[src/ibc_pkg.sv]
package ibc_pkg;

    // ****************************************
    // Register map (byte offsets = index * 4)
    // ****************************************
    localparam logic [2:0] IDX_DIV_LO   = 3'h0;
    localparam logic [2:0] IDX_DIV_HI   = 3'h1;
    localparam logic [2:0] IDX_CONTROL  = 3'h2;
    localparam logic [2:0] IDX_DATA     = 3'h3;
    localparam logic [2:0] IDX_CMD_STAT = 3'h4;

    // ****************************************
    // Field positions
    // ****************************************
    localparam int CTL_ENABLE   = 7;
    localparam int CTL_IRQ      = 6;
    localparam int CMD_BEGIN    = 7;
    localparam int CMD_END      = 6;
    localparam int CMD_READ     = 5;
    localparam int CMD_WRITE    = 4;
    localparam int CMD_NACK     = 3;
    localparam int CMD_IRQ_CLR  = 0;
    localparam int ST_RESPONSE  = 7;
    localparam int ST_BUSY      = 6;
    localparam int ST_ARB_LOST  = 5;
    localparam int ST_UNDERWAY  = 1;
    localparam int ST_IRQ       = 0;

    // ****************************************
    // Reset values and widths
    // ****************************************
    localparam logic [15:0] DIV_RESET     = 16'hFFFF;
    localparam logic [7:0]  BYTE_ZERO     = 8'h00;
    localparam logic [1:0]  CTL_RW_MASK   = 2'h3;
    localparam logic [3:0]  BITS_PER_BYTE = 4'h8;
    localparam logic [2:0]  LAST_PHASE    = 3'h4;
    localparam logic [2:0]  LAST_PHASE_P  = 3'h3;

    // Bit-level operations
    typedef enum logic [2:0] {
        IBC_OP_NONE  = 3'b000,
        IBC_OP_START = 3'b001,
        IBC_OP_STOP  = 3'b010,
        IBC_OP_WRITE = 3'b011,
        IBC_OP_READ  = 3'b100
    } ibc_op_e;

    // Byte sequencer states
    typedef enum logic [2:0] {
        IBC_IDLE   = 3'b000,
        IBC_START  = 3'b001,
        IBC_DATA   = 3'b010,
        IBC_ACK    = 3'b011,
        IBC_STOP   = 3'b100
    } ibc_state_e;

endpackage

[src/ibc_master.sv]
// The implementer's own choice: the APB slave port.
`timescale 1ns/1ps
module ibc_master
    import ibc_pkg::*;
(
    // APB slave
    input  wire logic        pclk,
    input  wire logic        presetn,
    input  wire logic        psel,
    input  wire logic        penable,
    input  wire logic        pwrite,
    input  wire logic [11:0] paddr,
    input  wire logic [31:0] pwdata,
    output logic      [31:0] prdata,
    output logic             pready,
    output logic             pslverr,
    // Interrupt request
    output logic             irq,
    // I2C clock line (open drain)
    input  wire logic        scl_in,
    output logic             scl_out,
    output logic             scl_oe,
    // I2C data line (open drain)
    input  wire logic        sda_in,
    output logic             sda_out,
    output logic             sda_oe
);

    // ****************************************
    // Registers
    // ****************************************
    logic [15:0]  div_reg;
    logic [7:0]   control_reg;
    logic [7:0]   outgoing_reg;
    logic [7:0]   incoming_reg;
    logic [7:0]   cmd_reg;
    logic         response_reg;
    logic         busy_reg;
    logic         arb_lost_reg;
    logic         irq_flag_reg;
    logic         underway_reg;
    logic         done_pulse;
    logic         arb_pulse;

    // Bus decode
    logic         wr_en;
    logic         rd_en;
    logic [2:0]   reg_idx;
    logic         addr_ok;

    // Word index: printed offsets are not word aligned
    function automatic logic [2:0] ibc_index(input logic [11:0] a);
        return a[4:2];
    endfunction

    assign reg_idx = ibc_index(paddr);
    assign addr_ok = (paddr[1:0] == 2'h0) && (paddr[11:5] == 7'h00) &&
                     (reg_idx <= IDX_CMD_STAT);
    assign wr_en   = psel && penable && pwrite && addr_ok;
    assign rd_en   = psel && !pwrite;
    assign pready  = 1'b1;
    assign pslverr = psel && penable && !addr_ok;

    // ****************************************
    // Register writes
    // ****************************************
    always_ff @(posedge pclk or negedge presetn) begin
        if (!presetn) begin
            div_reg      <= DIV_RESET;
            control_reg  <= BYTE_ZERO;
            outgoing_reg <= BYTE_ZERO;
        end else if (wr_en) begin
            case (reg_idx)
                IDX_DIV_LO:  div_reg[7:0]  <= pwdata[7:0];
                IDX_DIV_HI:  div_reg[15:8] <= pwdata[7:0];
                IDX_CONTROL: control_reg   <= {pwdata[7:6] & CTL_RW_MASK, 6'h00};
                IDX_DATA:    outgoing_reg  <= pwdata[7:0];
                default: ;
            endcase
        end
    end

    // Command: accepted only while enabled; action bits self-clear
    logic seq_done;
    always_ff @(posedge pclk or negedge presetn) begin
        if (!presetn) begin
            cmd_reg <= BYTE_ZERO;
        end else if (wr_en && reg_idx == IDX_CMD_STAT && control_reg[CTL_ENABLE]) begin
            cmd_reg <= {pwdata[7:3], 3'h0};
        end else if (seq_done || arb_pulse) begin
            cmd_reg[7:4] <= 4'h0;
        end
    end

    // Interrupt flag: set wins over clear; rises as underway falls, never after
    always_ff @(posedge pclk or negedge presetn) begin
        if (!presetn) begin
            irq_flag_reg <= 1'b0;
        end else if (seq_done || arb_pulse) begin
            irq_flag_reg <= 1'b1;
        end else if (wr_en && reg_idx == IDX_CMD_STAT && pwdata[CMD_IRQ_CLR]) begin
            irq_flag_reg <= 1'b0;
        end
    end

    assign irq = irq_flag_reg && control_reg[CTL_IRQ];

    // Read mux
    always_ff @(posedge pclk or negedge presetn) begin
        if (!presetn) begin
            prdata <= 32'h0000_0000;
        end else if (rd_en && !penable) begin
            prdata <= 32'h0000_0000;
            case (reg_idx)
                IDX_DIV_LO:   prdata[7:0] <= div_reg[7:0];
                IDX_DIV_HI:   prdata[7:0] <= div_reg[15:8];
                IDX_CONTROL:  prdata[7:0] <= control_reg;
                IDX_DATA:     prdata[7:0] <= incoming_reg;
                IDX_CMD_STAT: prdata[7:0] <= {response_reg, busy_reg, arb_lost_reg,
                                              3'h0, underway_reg, irq_flag_reg};
                default:      prdata <= 32'h0000_0000;
            endcase
        end
    end

    // ****************************************
    // Line synchronisers and bus watch
    // ****************************************
    logic [1:0] scl_sync;
    logic [1:0] sda_sync;
    logic       sda_prev;
    logic       scl_line;
    logic       sda_line;
    always_ff @(posedge pclk or negedge presetn) begin
        if (!presetn) begin
            scl_sync <= 2'h3;
            sda_sync <= 2'h3;
            sda_prev <= 1'b1;
        end else begin
            scl_sync <= {scl_sync[0], scl_in};
            sda_sync <= {sda_sync[0], sda_in};
            sda_prev <= sda_sync[1];
        end
    end
    assign scl_line = scl_sync[1];
    assign sda_line = sda_sync[1];

    logic bus_start;
    logic bus_stop;
    assign bus_start = scl_line && sda_prev && !sda_line;
    assign bus_stop  = scl_line && !sda_prev && sda_line;

    // Busy follows start and stop seen on the wires
    always_ff @(posedge pclk or negedge presetn) begin
        if (!presetn) begin
            busy_reg <= 1'b0;
        end else if (bus_start) begin
            busy_reg <= 1'b1;
        end else if (bus_stop) begin
            busy_reg <= 1'b0;
        end
    end

    // ****************************************
    // Phase clock enable (five per SCL bit)
    // ****************************************
    logic [15:0] div_cnt;
    logic        tick;
    logic        stretch;
    assign stretch = !scl_oe && !scl_line;  // Released but read low
    always_ff @(posedge pclk or negedge presetn) begin
        if (!presetn) begin
            div_cnt <= 16'h0000;
        end else if (!control_reg[CTL_ENABLE] && !underway_reg) begin
            div_cnt <= div_reg;
        end else if (div_cnt == 16'h0000) begin
            div_cnt <= div_reg;
        end else if (!stretch) begin
            div_cnt <= div_cnt - 16'h0001;
        end
    end
    assign tick = (div_cnt == 16'h0000) && !stretch;

    // ****************************************
    // Bit engine
    // ****************************************
    ibc_op_e     op;
    logic [2:0]  phase;
    logic        bit_tx;
    logic        bit_rx;
    logic        bit_done;
    logic        sda_drive;
    logic        scl_drive;
    logic        bit_active;
    logic        stop_wanted;

    // Each op runs idle plus five phases (0 to 4); stop stops after four
    always_ff @(posedge pclk or negedge presetn) begin
        if (!presetn) begin
            phase      <= 3'h0;
            scl_drive  <= 1'b1;
            sda_drive  <= 1'b1;
            bit_rx     <= 1'b0;
            arb_pulse  <= 1'b0;
            bit_active <= 1'b0;
        end else begin
            arb_pulse <= 1'b0;
            if (bit_active && scl_drive && sda_drive && !sda_line &&
                (op == IBC_OP_WRITE) && phase >= 3'h2) begin
                arb_pulse  <= 1'b1;
                bit_active <= 1'b0;
                sda_drive  <= 1'b1;
                scl_drive  <= 1'b1;
                phase      <= 3'h0;
            end else if (bus_stop && underway_reg && op != IBC_OP_STOP) begin
                arb_pulse  <= 1'b1;
                bit_active <= 1'b0;
                sda_drive  <= 1'b1;
                scl_drive  <= 1'b1;
                phase      <= 3'h0;
            end else if (op != IBC_OP_NONE && !bit_active && !arb_pulse) begin  // No phantom bit
                bit_active <= 1'b1;
                phase      <= 3'h0;
            end else if (bit_active && tick) begin
                phase <= phase + 3'h1;
                case (op)
                    IBC_OP_START: begin
                        case (phase)
                            3'h0: sda_drive <= 1'b1;
                            3'h1: scl_drive <= 1'b1;
                            3'h2: sda_drive <= 1'b0;
                            3'h3: scl_drive <= 1'b1;
                            default: scl_drive <= 1'b0;
                        endcase
                    end
                    IBC_OP_STOP: begin
                        case (phase)
                            3'h0: begin
                                scl_drive <= 1'b0;
                                sda_drive <= 1'b0;
                            end
                            3'h1: scl_drive <= 1'b1;
                            3'h2: sda_drive <= 1'b0;
                            default: sda_drive <= 1'b1;
                        endcase
                    end
                    default: begin
                        case (phase)
                            3'h0: scl_drive <= 1'b0;
                            3'h1: sda_drive <= bit_tx;
                            3'h2: scl_drive <= 1'b1;
                            3'h3: bit_rx    <= sda_line;
                            default: scl_drive <= 1'b0;
                        endcase
                    end
                endcase
                if (phase == ((op == IBC_OP_STOP) ? LAST_PHASE_P : LAST_PHASE)) begin
                    bit_active <= 1'b0;
                end
            end
        end
    end
    assign bit_done = bit_active && tick &&
                      (phase == ((op == IBC_OP_STOP) ? LAST_PHASE_P : LAST_PHASE));

    assign scl_out = 1'b0;
    assign sda_out = 1'b0;
    assign scl_oe  = !scl_drive;
    assign sda_oe  = !sda_drive;

    // ****************************************
    // Byte sequencer
    // ****************************************
    ibc_state_e  state;
    logic [7:0]  shift_reg;
    logic [3:0]  bit_cnt;
    logic        was_read;

    assign underway_reg = (state != IBC_IDLE);
    assign stop_wanted  = cmd_reg[CMD_END];

    always_comb begin
        case (state)
            IBC_START: op = IBC_OP_START;
            IBC_DATA:  op = was_read ? IBC_OP_READ : IBC_OP_WRITE;
            IBC_ACK:   op = was_read ? IBC_OP_WRITE : IBC_OP_READ;
            IBC_STOP:  op = IBC_OP_STOP;
            default:   op = IBC_OP_NONE;
        endcase
    end

    // Ack slot: receiver drives own choice, transmitter releases
    assign bit_tx = (state == IBC_ACK) ? (was_read ? cmd_reg[CMD_NACK] : 1'b1)
                                       : (was_read ? 1'b1 : shift_reg[7]);

    assign seq_done = bit_done && ((state == IBC_STOP) ||
                                   (state == IBC_ACK && !stop_wanted));
    always_ff @(posedge pclk or negedge presetn) begin
        if (!presetn) begin
            done_pulse <= 1'b0;
        end else begin
            done_pulse <= seq_done;
        end
    end

    always_ff @(posedge pclk or negedge presetn) begin
        if (!presetn) begin
            state        <= IBC_IDLE;
            shift_reg    <= BYTE_ZERO;
            bit_cnt      <= 4'h0;
            was_read     <= 1'b0;
            incoming_reg <= BYTE_ZERO;
            response_reg <= 1'b0;
        end else if (arb_pulse) begin
            state <= IBC_IDLE;
        end else begin
            case (state)
                IBC_IDLE: begin
                    bit_cnt  <= 4'h0;
                    was_read <= cmd_reg[CMD_READ];
                    shift_reg <= outgoing_reg;
                    if ((cmd_reg[CMD_READ] || cmd_reg[CMD_WRITE]) && !done_pulse) begin
                        state <= cmd_reg[CMD_BEGIN] ? IBC_START : IBC_DATA;
                    end else if (cmd_reg[CMD_END] && !done_pulse) begin
                        state <= IBC_STOP;
                    end
                end
                IBC_START: if (bit_done) state <= IBC_DATA;
                IBC_DATA: if (bit_done) begin
                    shift_reg <= {shift_reg[6:0], bit_rx};
                    bit_cnt   <= bit_cnt + 4'h1;
                    if (bit_cnt == BITS_PER_BYTE - 4'h1) begin
                        state <= IBC_ACK;
                    end
                end
                IBC_ACK: if (bit_done) begin
                    if (was_read) begin
                        incoming_reg <= shift_reg;
                    end else begin
                        response_reg <= bit_rx;
                    end
                    state <= stop_wanted ? IBC_STOP : IBC_IDLE;
                end
                IBC_STOP: if (bit_done) state <= IBC_IDLE;
                default: state <= IBC_IDLE;
            endcase
        end
    end

    // Arbitration lost: sticky until the next start command is taken
    always_ff @(posedge pclk or negedge presetn) begin
        if (!presetn) begin
            arb_lost_reg <= 1'b0;
        end else if (arb_pulse) begin
            arb_lost_reg <= 1'b1;
        end else if (state == IBC_IDLE && cmd_reg[CMD_BEGIN]) begin
            arb_lost_reg <= 1'b0;
        end
    end

endmodule

[config.mk]
export PLATFORM = sky130hd
export DESIGN_NAME = ibc_master
export DESIGN_NICKNAME = d
export VERILOG_FILES = /design/src/ibc_pkg.sv /design/src/ibc_master.sv
export SDC_FILE = /design/constraint.sdc
export NUM_CORES = 1
export LEC_CHECK = 0
export ABC_AREA = 1
export BUFFER_PORTS_ARGS = -buffer_cell sky130_fd_sc_hd__buf_2
export CAP_MARGIN = 20
export CORE_MARGIN = 2
export CORE_UTILIZATION = 40
export DETAILED_ROUTE_END_ITERATION = 12
export PLACE_DENSITY = 0.72
export SLEW_MARGIN = 25
export SYNTH_ARGS = -nofsm -noshare
export SYNTH_HDL_FRONTEND = slang
export SYNTH_SLANG_ARGS = --single-unit
[constraint.sdc]
create_clock -name pclk -period 3.4 [get_ports pclk]
set_clock_uncertainty 0.05 [all_clocks]
set_input_delay 0.68 -clock pclk [delete_from_list [all_inputs] [get_ports pclk]]
set_output_delay 0.68 -clock pclk [all_outputs]
set_load 0.005 [all_outputs]
Yosys cells after proc, flatten, opt, wreduce, memory -nomap -nowiden
Index checks and enable logic that the tools add are counted.
- bits of input ports: 51
- register bits: 97
- output and inout port bits: 39
- logic and storage cells: 216
- reductions and logical operators: 86
- multiplexer cells: 61
- add/sub/neg operators: 3
- equality and inequality tests: 31
- bitwise operators: 6
- order comparisons: 2
- operators with widths (kind ; count):
    two-way mux 16 bit ; 3
    two-way mux 3 bit ; 16
    case mux 8 bit (5 select lines) ; 1
    logical AND 1 bit ; 35
    two-way mux 1 bit ; 25
    equality test 3 x 2 -> 1 bit (second input constant) ; 8
    != test 3 bit (second input constant) ; 6
    logical NOT 16 bit ; 1
    case mux 8 bit (2 select lines) ; 1
    subtractor 16 x 1 -> 16 bit (second input constant) ; 1
    logical NOT 1 bit ; 15
    case mux 3 bit (5 select lines) ; 1
    case mux 1 bit (2 select lines) ; 7
    equality test 3 x 1 -> 1 bit (second input constant) ; 4
    two-way mux 4 bit ; 3
    != test 4 bit (second input constant) ; 3
    case mux 3 bit (4 select lines) ; 1
    AND reduction 2 bit ; 6
    AND reduction 6 bit ; 2
    AND reduction 5 bit ; 2
    nonzero test 2 bit ; 5
    logical NOT 3 bit ; 3
    nonzero test 3 bit ; 3
    two-way mux 8 bit ; 1
    24 further kinds ; 36

Longest topological paths before layout
Gate-level depths: netlist of run 1.
- depth in word-level cells: 10
- depth in mapped cells: 13
- gate-level depth less buffers: 12

Worst setup path before layout of run 1
Ideal clock, no wire load.
- kind: input -> output
- start: in paddr[10]
- end: out pslverr
- buffers on the path: 0
- setup slack: 1570 ps
- arrival time: 1100 ps
- data required time: 2670 ps
- stages on the path: 4
- cells stage by stage: nor3_1 > nand2_1 > nor2_1 > nor2_1
- cells in the longest elaborated chain, start to end: 5
- RTL lines (what ; line ; RTL):
    start: declaration ; ibc_master.sv:12 ; input wire logic [11:0] paddr,
    logical NOT 7 bit ; ibc_master.sv:57 ; assign addr_ok = (paddr[1:0] == 2'h0) && (paddr[11:5] == 7'h00) &&
    logical AND 1 bit (2 in a row) ; ibc_master.sv:57 ;
    logical NOT 1 bit ; ibc_master.sv:62 ; assign pslverr = psel && penable && !addr_ok;
    logical AND 1 bit ; ibc_master.sv:62 ;
    end: declaration ; ibc_master.sv:16 ; output logic pslverr,
No other way between the ends.

Worst setup path after layout of run 1
- start: reg div_cnt[0]
- end: reg shift_reg[2]
- cells in the longest elaborated chain, start to end: 6
- RTL lines (what ; line ; RTL):
    start: declaration ; ibc_master.sv:167 ; logic [15:0] div_cnt;
    start signal: assignment ; ibc_master.sv:175 ; div_cnt <= div_reg;
    start signal: assignment ; ibc_master.sv:177 ; div_cnt <= div_reg;
    start signal: assignment ; ibc_master.sv:179 ; div_cnt <= div_cnt - 16'h0001;
    logical NOT 16 bit ; ibc_master.sv:182 ; assign tick = (div_cnt == 16'h0000) && !stretch;
    logical AND 1 bit ; ibc_master.sv:182 ;
    logical AND 1 bit (2 in a row) ; ibc_master.sv:263 ; assign bit_done = bit_active && tick &&
    != test 2 bit (no line) ; - ;
    AND reduction 3 bit (no line) ; - ;
    end signal: assignment ; ibc_master.sv:321 ; shift_reg <= outgoing_reg;
    end signal: assignment ; ibc_master.sv:330 ; shift_reg <= {shift_reg[6:0], bit_rx};
    end: declaration ; ibc_master.sv:275 ; logic [7:0] shift_reg;
No other way between the ends.
A chain may end at the register's enable or synchronous reset.

==> impl_metrics.yaml, run 1 <==
finish:
  register_area_mm2: 0.00246
  num_antenna_cells: 0
  fill_cells: 1353
  areaGrowthSynthToFinish_pct: 10.5
  drive_gt1_frac: 0.162
  multiInputGateArea_mm2: 0.00249
  final_nets: 795
clock_tree:
  post-cts-setup-buffer-count: 0
  cts_tree: "done"
  h-tree-depth: 3
  clock-sinks: 97
  clk_pin_slew_ns: 0.07
  clock_path_buffers: 2
  numCtsBuffers: 9
  root_buffer: "clkbuf_16"
  hold_buffers: 0
  ctsResizeCount: 0
  clk_latency_ns: 0.35
timing:
  clock.fmax_mhz: 449
  tightest_slew_ns: 0.626
  rsz0062_at_grt: "false"
  drv_slew: 0
  maxSlewHeadroom: 0.581
  hold_viol: 0
  layout_min_cycle_time_ns: 2.22
  fin_setup_tns_ns: 0
  finalSetupViolations: 0
  fin_crit_sh: 0.654
floorplan:
  rows: 42
  die_h_um: 120
  coreArea_mm2: 0.0132
  ioPinCount: 90
  dieArea_mm2: 0.0145
  start_util: 0.408
  die_w_um: 120
critical_path:
  critPathTopFamily: "simple AND/OR/NAND/NOR gates"
  crit_required_ns: 3.63
  critPathMaxFanout: 14
  r2r-end: "shift_reg[2]"
  r2r-start: "div_cnt[0]"
  max_stage_delay_ns: 0.40
  crit_end: "shift_reg[2]"
  r2r_slack_ns: 1.18
  start_kind: "flop"
  critPathBufInv: 2
  crit_slowest_cell: "dfrtp_1"
  cp.arrival_ns: 2.46
  worstSetupPathDepth: 12
  critical_path.cell_chain: "inv_1, ha_1, inv_1, nor2_1, nand2_1, nor2_2, nand3_2, nor2_8, nand3_4, nand2_4, nand2_1, nand2_1"
  critPathCaptureType: "flop"
  crit_type: "reg -> reg"
  crit_top_cell: "nand2_1"
  reg2reg_depth: 12
  worstSetupStartpoint: "div_cnt[0]"
outcome:
  status: "finished clean"
placed_design:
  gp_congestion: 0.853
  dp.final_hpwl_mm: 9.07
  portBuffers: 38
yosys:
  avgSynthCellArea_um2: 7.75
  ys_seq_area_frac: 0.454
  ys.warnings.count: 0
  netlist_area_mm2: 0.00541
  synthCells: 698
  ys_ff_latch: 97
  yosysUniqueCellTypes: 38
  synth_edf_count: 0
  ys_async_sr_fraction: 1.00
  ys.flop_type: "dfrtp_1"
grt:
  grt_pass1_wl_mm: 20.0
  grt_remaining_overflow: 0
  grt_use_total: 0.174
  antenna_found_initial: 0
  grt_pass1_vias: 4085
  grt_max_degree: 74
detailed_routing:
  routed_via_density: 4.86
  m1WireLength_mm: 5.80
  highest_layer: "met4"
  wl_met3_um: 537
  drt-total-wl_mm: 12.2
  num_vias: 4455
  drtIter0Drc: 281
  wl_per_cell_um: 13.3
  drtPass1Iterations: 5
  antenna_left: 0
  drc: 0
  met2_length_mm: 5.77
pwr:
  leakagePower_nw: 3.03
  design_power_total_w: 0.00285
  ir_drop_uv: 271
  power_density_mw_per_mm2: 476
flow_run:
  maxCapViolations: 0
min_path:
  min_path_type: "in -> async"
worst min-delay path by stage:
| stage | from | end | slack (ns) | cells after the start |
|---|---|---|---|---|
| floorplan | scl_sync[0] | scl_sync[1] | 0.30 | 0 |
| global placement | sda_sync[0] | sda_sync[1] | 0.30 | 0 |
| detailed placement | scl_sync[0] | scl_sync[1] | 0.30 | 0 |
| CTS | presetn | div_cnt[4] | 0.20 | 1 |
| global route | presetn | div_cnt[4] | 0.21 | 1 |
| finish | presetn | div_cnt[4] | 0.19 | 1 |
final cells by class:
| type | instances | area share |
|---|---|---|
| Clock buffer | 10 | 0.0400 |
| Clock inverter | 6 | 0.0109 |
| Inverter | 73 | 0.0458 |
| Multi-Input combinational cell | 513 | 0.416 |
| Sequential cell | 97 | 0.411 |
| Tap cell | 176 | 0.0368 |
| Timing Repair Buffer | 42 | 0.0393 |
worst register-to-register path: stages, from the launching register on:
cell and delay (ns):
dfrtp_1 0.40, inv_1 0.10, ha_1 0.16, inv_1 0.04, nor2_1 0.07, nand2_1 0.07
nor2_2 0.15, nand3_2 0.30, nor2_8 0.25, nand3_4 0.22, nand2_4 0.20, nand2_1 0.08
nand2_1 0.07
cells by family after synthesis:
| family | share of synthesized area |
|---|---|
| adders and majority gates | 0.0185 |
| DFF | 0.454 |
| xor gates and xnor gates | 0.0178 |
| other | 0.00139 |
| and+or+nand+nor | 0.300 |
| buffers and inverters | 0.103 |
| AOI/OAI and AO/OA | 0.105 |
placed cells by master (no fill, tap or decap), types with 2 or more instances in the layout:
| cell | n |
|---|---|
| a21boi_0 | 2 |
| a21oi_1 | 10 |
| a22oi_1 | 3 |
| buf_2 | 37 |
| buf_4 | 4 |
| clkbuf_16 | 9 |
| clkinv_2 | 2 |
| conb_1 | 27 |
| dfrtp_1 | 74 |
| dfstp_2 | 23 |
| ha_1 | 8 |
| inv_1 | 69 |
| inv_2 | 3 |
| inv_6 | 2 |
| nand2_1 | 230 |
| nand2_2 | 6 |
| nand2_4 | 2 |
| nand3_1 | 43 |
| nand3_2 | 4 |
| nand3_4 | 2 |
| nand4_1 | 13 |
| nor2_1 | 48 |
| nor2_2 | 10 |
| nor3_1 | 5 |
| nor3b_1 | 2 |
| o211ai_1 | 6 |
| o21ai_0 | 62 |
| o21ai_1 | 3 |
| o21ai_2 | 8 |
| o21bai_1 | 2 |
| xnor2_1 | 5 |
| xor2_1 | 6 |
per-layer routing:
metal / global-route usage / up-vias
li1: - / 2250
met1: 0.241 / 2092
met2: 0.286 / 103
met3: 0.0288 / 10
met4: 0.0407 / 0
met5: 0 / -
where the power goes:
group          total, W  switching (W)  internal (W)
logic          0.000502       0.000334      0.000168
registers       0.00130      0.0000689       0.00123
clock network   0.00104       0.000451      0.000593
total           0.00285       0.000854       0.00199
stage by stage:
stage | instance area, um2 | instances | setup WS, ns | util | hold WS (ns)
finish | 5980 | 917 | 1.18 | 0.451 | 0.194
detailed placement | 5670 | 901 | 1.09 | 0.428 | 0.297
global placement | 5670 | 901 | 1.09 | 0.428 | 0.297
floorplan | 5500 | 723 | 1.57 | - | 0.295
CTS | 5980 | 917 | 1.16 | 0.451 | 0.203
global route | 5980 | 917 | 0.982 | 0.451 | 0.210
synth_stat cells, types with 8 or more instances:
| master | number | share of area |
|---|---|---|
| nor2_1 | 48 | 0.033 |
| o21ai_2 | 8 | 0.013 |
| o21ai_0 | 62 | 0.057 |
| nor2_2 | 10 | 0.012 |
| nand3_1 | 43 | 0.040 |
| dfstp_2 | 23 | 0.11 |
| ha_1 | 8 | 0.019 |
| buf_4 | 29 | 0.040 |
| nand2_1 | 230 | 0.16 |
| nand4_1 | 13 | 0.015 |
| dfrtp_1 | 74 | 0.34 |
| a21oi_1 | 10 | 0.0093 |
| inv_1 | 69 | 0.048 |
Power figures use the tool's default switching activity.
==> run 2, diff against run 1 <==
- PLACE_DENSITY: 0.72 -> 0.74
- clock period: 3.4 -> 1.92 ns (I/O delays scaled with it)
==> impl_metrics.yaml, run 2 (synthesis gave the netlist of run 1 again) <==
clock_tree:
  clk_latency_ns: 0.35
  cts_tree: "done"
  clk_pin_slew_ns: 0.07
  root_buffer: "clkbuf_16"
  h-tree-depth: 3
  numCtsBuffers: 9
  clock_path_buffers: 2
  clock-sinks: 97
floorplan:
  dieArea_mm2: 0.0145
  coreArea_mm2: 0.0132
  ioPinCount: 90
  die_w_um: 120
  rows: 42
  start_util: 0.408
  die_h_um: 120
timing:
  drv_slew: 0
  tightest_slew_ns: 0.518
  layout_min_cycle_time_ns: 1.87
  whs_ns: 0.0847
  finalSetupViolations: 0
  maxSlewHeadroom: 0.653
  fin_crit_sh: 0.972
  hold_viol: 0
  clock.fmax_mhz: 536
  rsz0062_at_grt: "true"
detailed_routing:
  wl_per_cell_um: 13.8
  drc: 0
  routed_via_density: 4.89
  antenna_left: 0
  drtIter0Drc: 426
  drt-total-wl_mm: 13.1
  num_vias: 4643
  drtPass1Iterations: 5
finish:
  final_cell_mix: "nand2_1 (224), dfrtp_1 (74), inv_1 (66)"
  mostFrequentLayoutCell: "nand2_1"
  stdcell_count: 950
  register_area_mm2: 0.00246
  design_area_mm2: 0.00636
  fill_cells: 1300
  areaGrowthSynthToFinish_pct: 17.5
  drive_gt1_frac: 0.216
  final_nets: 828
  multiInputGateArea_mm2: 0.00260
  num_antenna_cells: 0
critical_path:
  crit_required_ns: 2.11
  crit_type: "reg -> reg"
  critPathCaptureType: "flop"
  start_kind: "flop"
  cp.arrival_ns: 2.06
  critPathMaxFanout: 7
grt:
  antenna_found_initial: 0
  grt_use_total: 0.186
  grt_max_degree: 41
  grt_pass1_vias: 4406
  grt_pass1_wl_mm: 21.4
  grt_remaining_overflow: 0
pwr:
  leakagePower_nw: 3.21
  ir_drop_uv: 510
  power_density_mw_per_mm2: 831
placed_design:
  dp.final_hpwl_mm: 9.51
  gp_congestion: 0.864
  post_dp_cell_area_mm2: 0.00586
  portBuffers: 38
  place_inst: 924
flow_run:
  maxCapViolations: 0
min_path:
  min_path_type: "in -> reg"
outcome:
  status: "finished clean"
run 2: cell count changes in the layout (fill, tap and decap cells not counted), sizes merged:
cell / before / now
clkinvlp: 1 / 0
bufinv: 1 / 2
clkbuf: 10 / 9
buf: 42 / 72
nand3: 49 / 51
clkinv: 3 / 4
dlygate4sd3: 0 / 1
run 2: final cells by class:
class	count	area share
clock inverter	7	0.0146
sequential	97	0.386
clock buffer	9	0.0354
tap	176	0.0346
multi-input combinational	515	0.409
timing repair buffer	73	0.0772
inverter	73	0.0431
run 2: power by group:
group          leakage (nW)  switching [W]  internal, W
clock network         0.160       0.000784      0.00114
logic                  1.85       0.000668     0.000395
registers              1.20       0.000112      0.00218
run 2: metal layers:
layer | wire (um) | vias to the layer above | share of wire | GRT usage
li1 | - | 2326 | - | -
met1 | 5960 | 2183 | 0.45 | 0.251
met2 | 6390 | 112 | 0.49 | 0.294
met3 | 510 | 22 | 0.039 | 0.0439
met4 | 279 | 0 | 0.021 | 0.0647
met5 | 0 | - | 0 | 0
run 2: per-stage QoR:
step / setup TNS [ns] / utilization / total power, W / setup slack (ns)
after floorplan: 0 / - / 0.00300 / 0.239
after global placement: 0 / 0.442 / 0.00328 / 0.0588
after detailed placement: 0 / 0.442 / 0.00331 / 0.0175
after CTS: 0 / 0.469 / 0.00527 / 0.0144
after global routing: -0.681 / 0.480 / 0.00557 / -0.0563
final: 0 / 0.480 / 0.00528 / 0.0537
run 2: final timing paths:
kind | start | end | slack, ns | cells after the start
setup / recovery | div_cnt[0] | shift_reg[5] | 0.05 | 12
hold / removal | scl_in | scl_sync[0] | 0.08 | 1
setup reg to reg | div_cnt[0] | shift_reg[5] | 0.05 | 12
hold reg to reg | sda_sync[0] | sda_sync[1] | 0.31 | 0
max in group asynchronous | presetn | div_reg[1] | 0.75 | 3
min in group asynchronous | presetn | busy_reg | 0.48 | 2
run 2: worst max-delay path: stages (launching register included):
cell     delay, ns
dfrtp_1       0.39
inv_2         0.09
ha_4          0.14
inv_2         0.03
nor2_1        0.07
nand2_1       0.09
nor2_4        0.16
nand3_4       0.12
nor2_8        0.19
buf_4         0.15
nand3_4       0.14
nand3_1       0.11
nand2_1       0.05
run 2: timing repair:
action	in CTS	in global routing
endpoints found under the setup margin	7	46
hold buffers	1	0
gates cloned	1	1
gates resized for setup	1	24
pin swaps	1	4
setup buffers	0	7
hold endpoints to repair	16	0
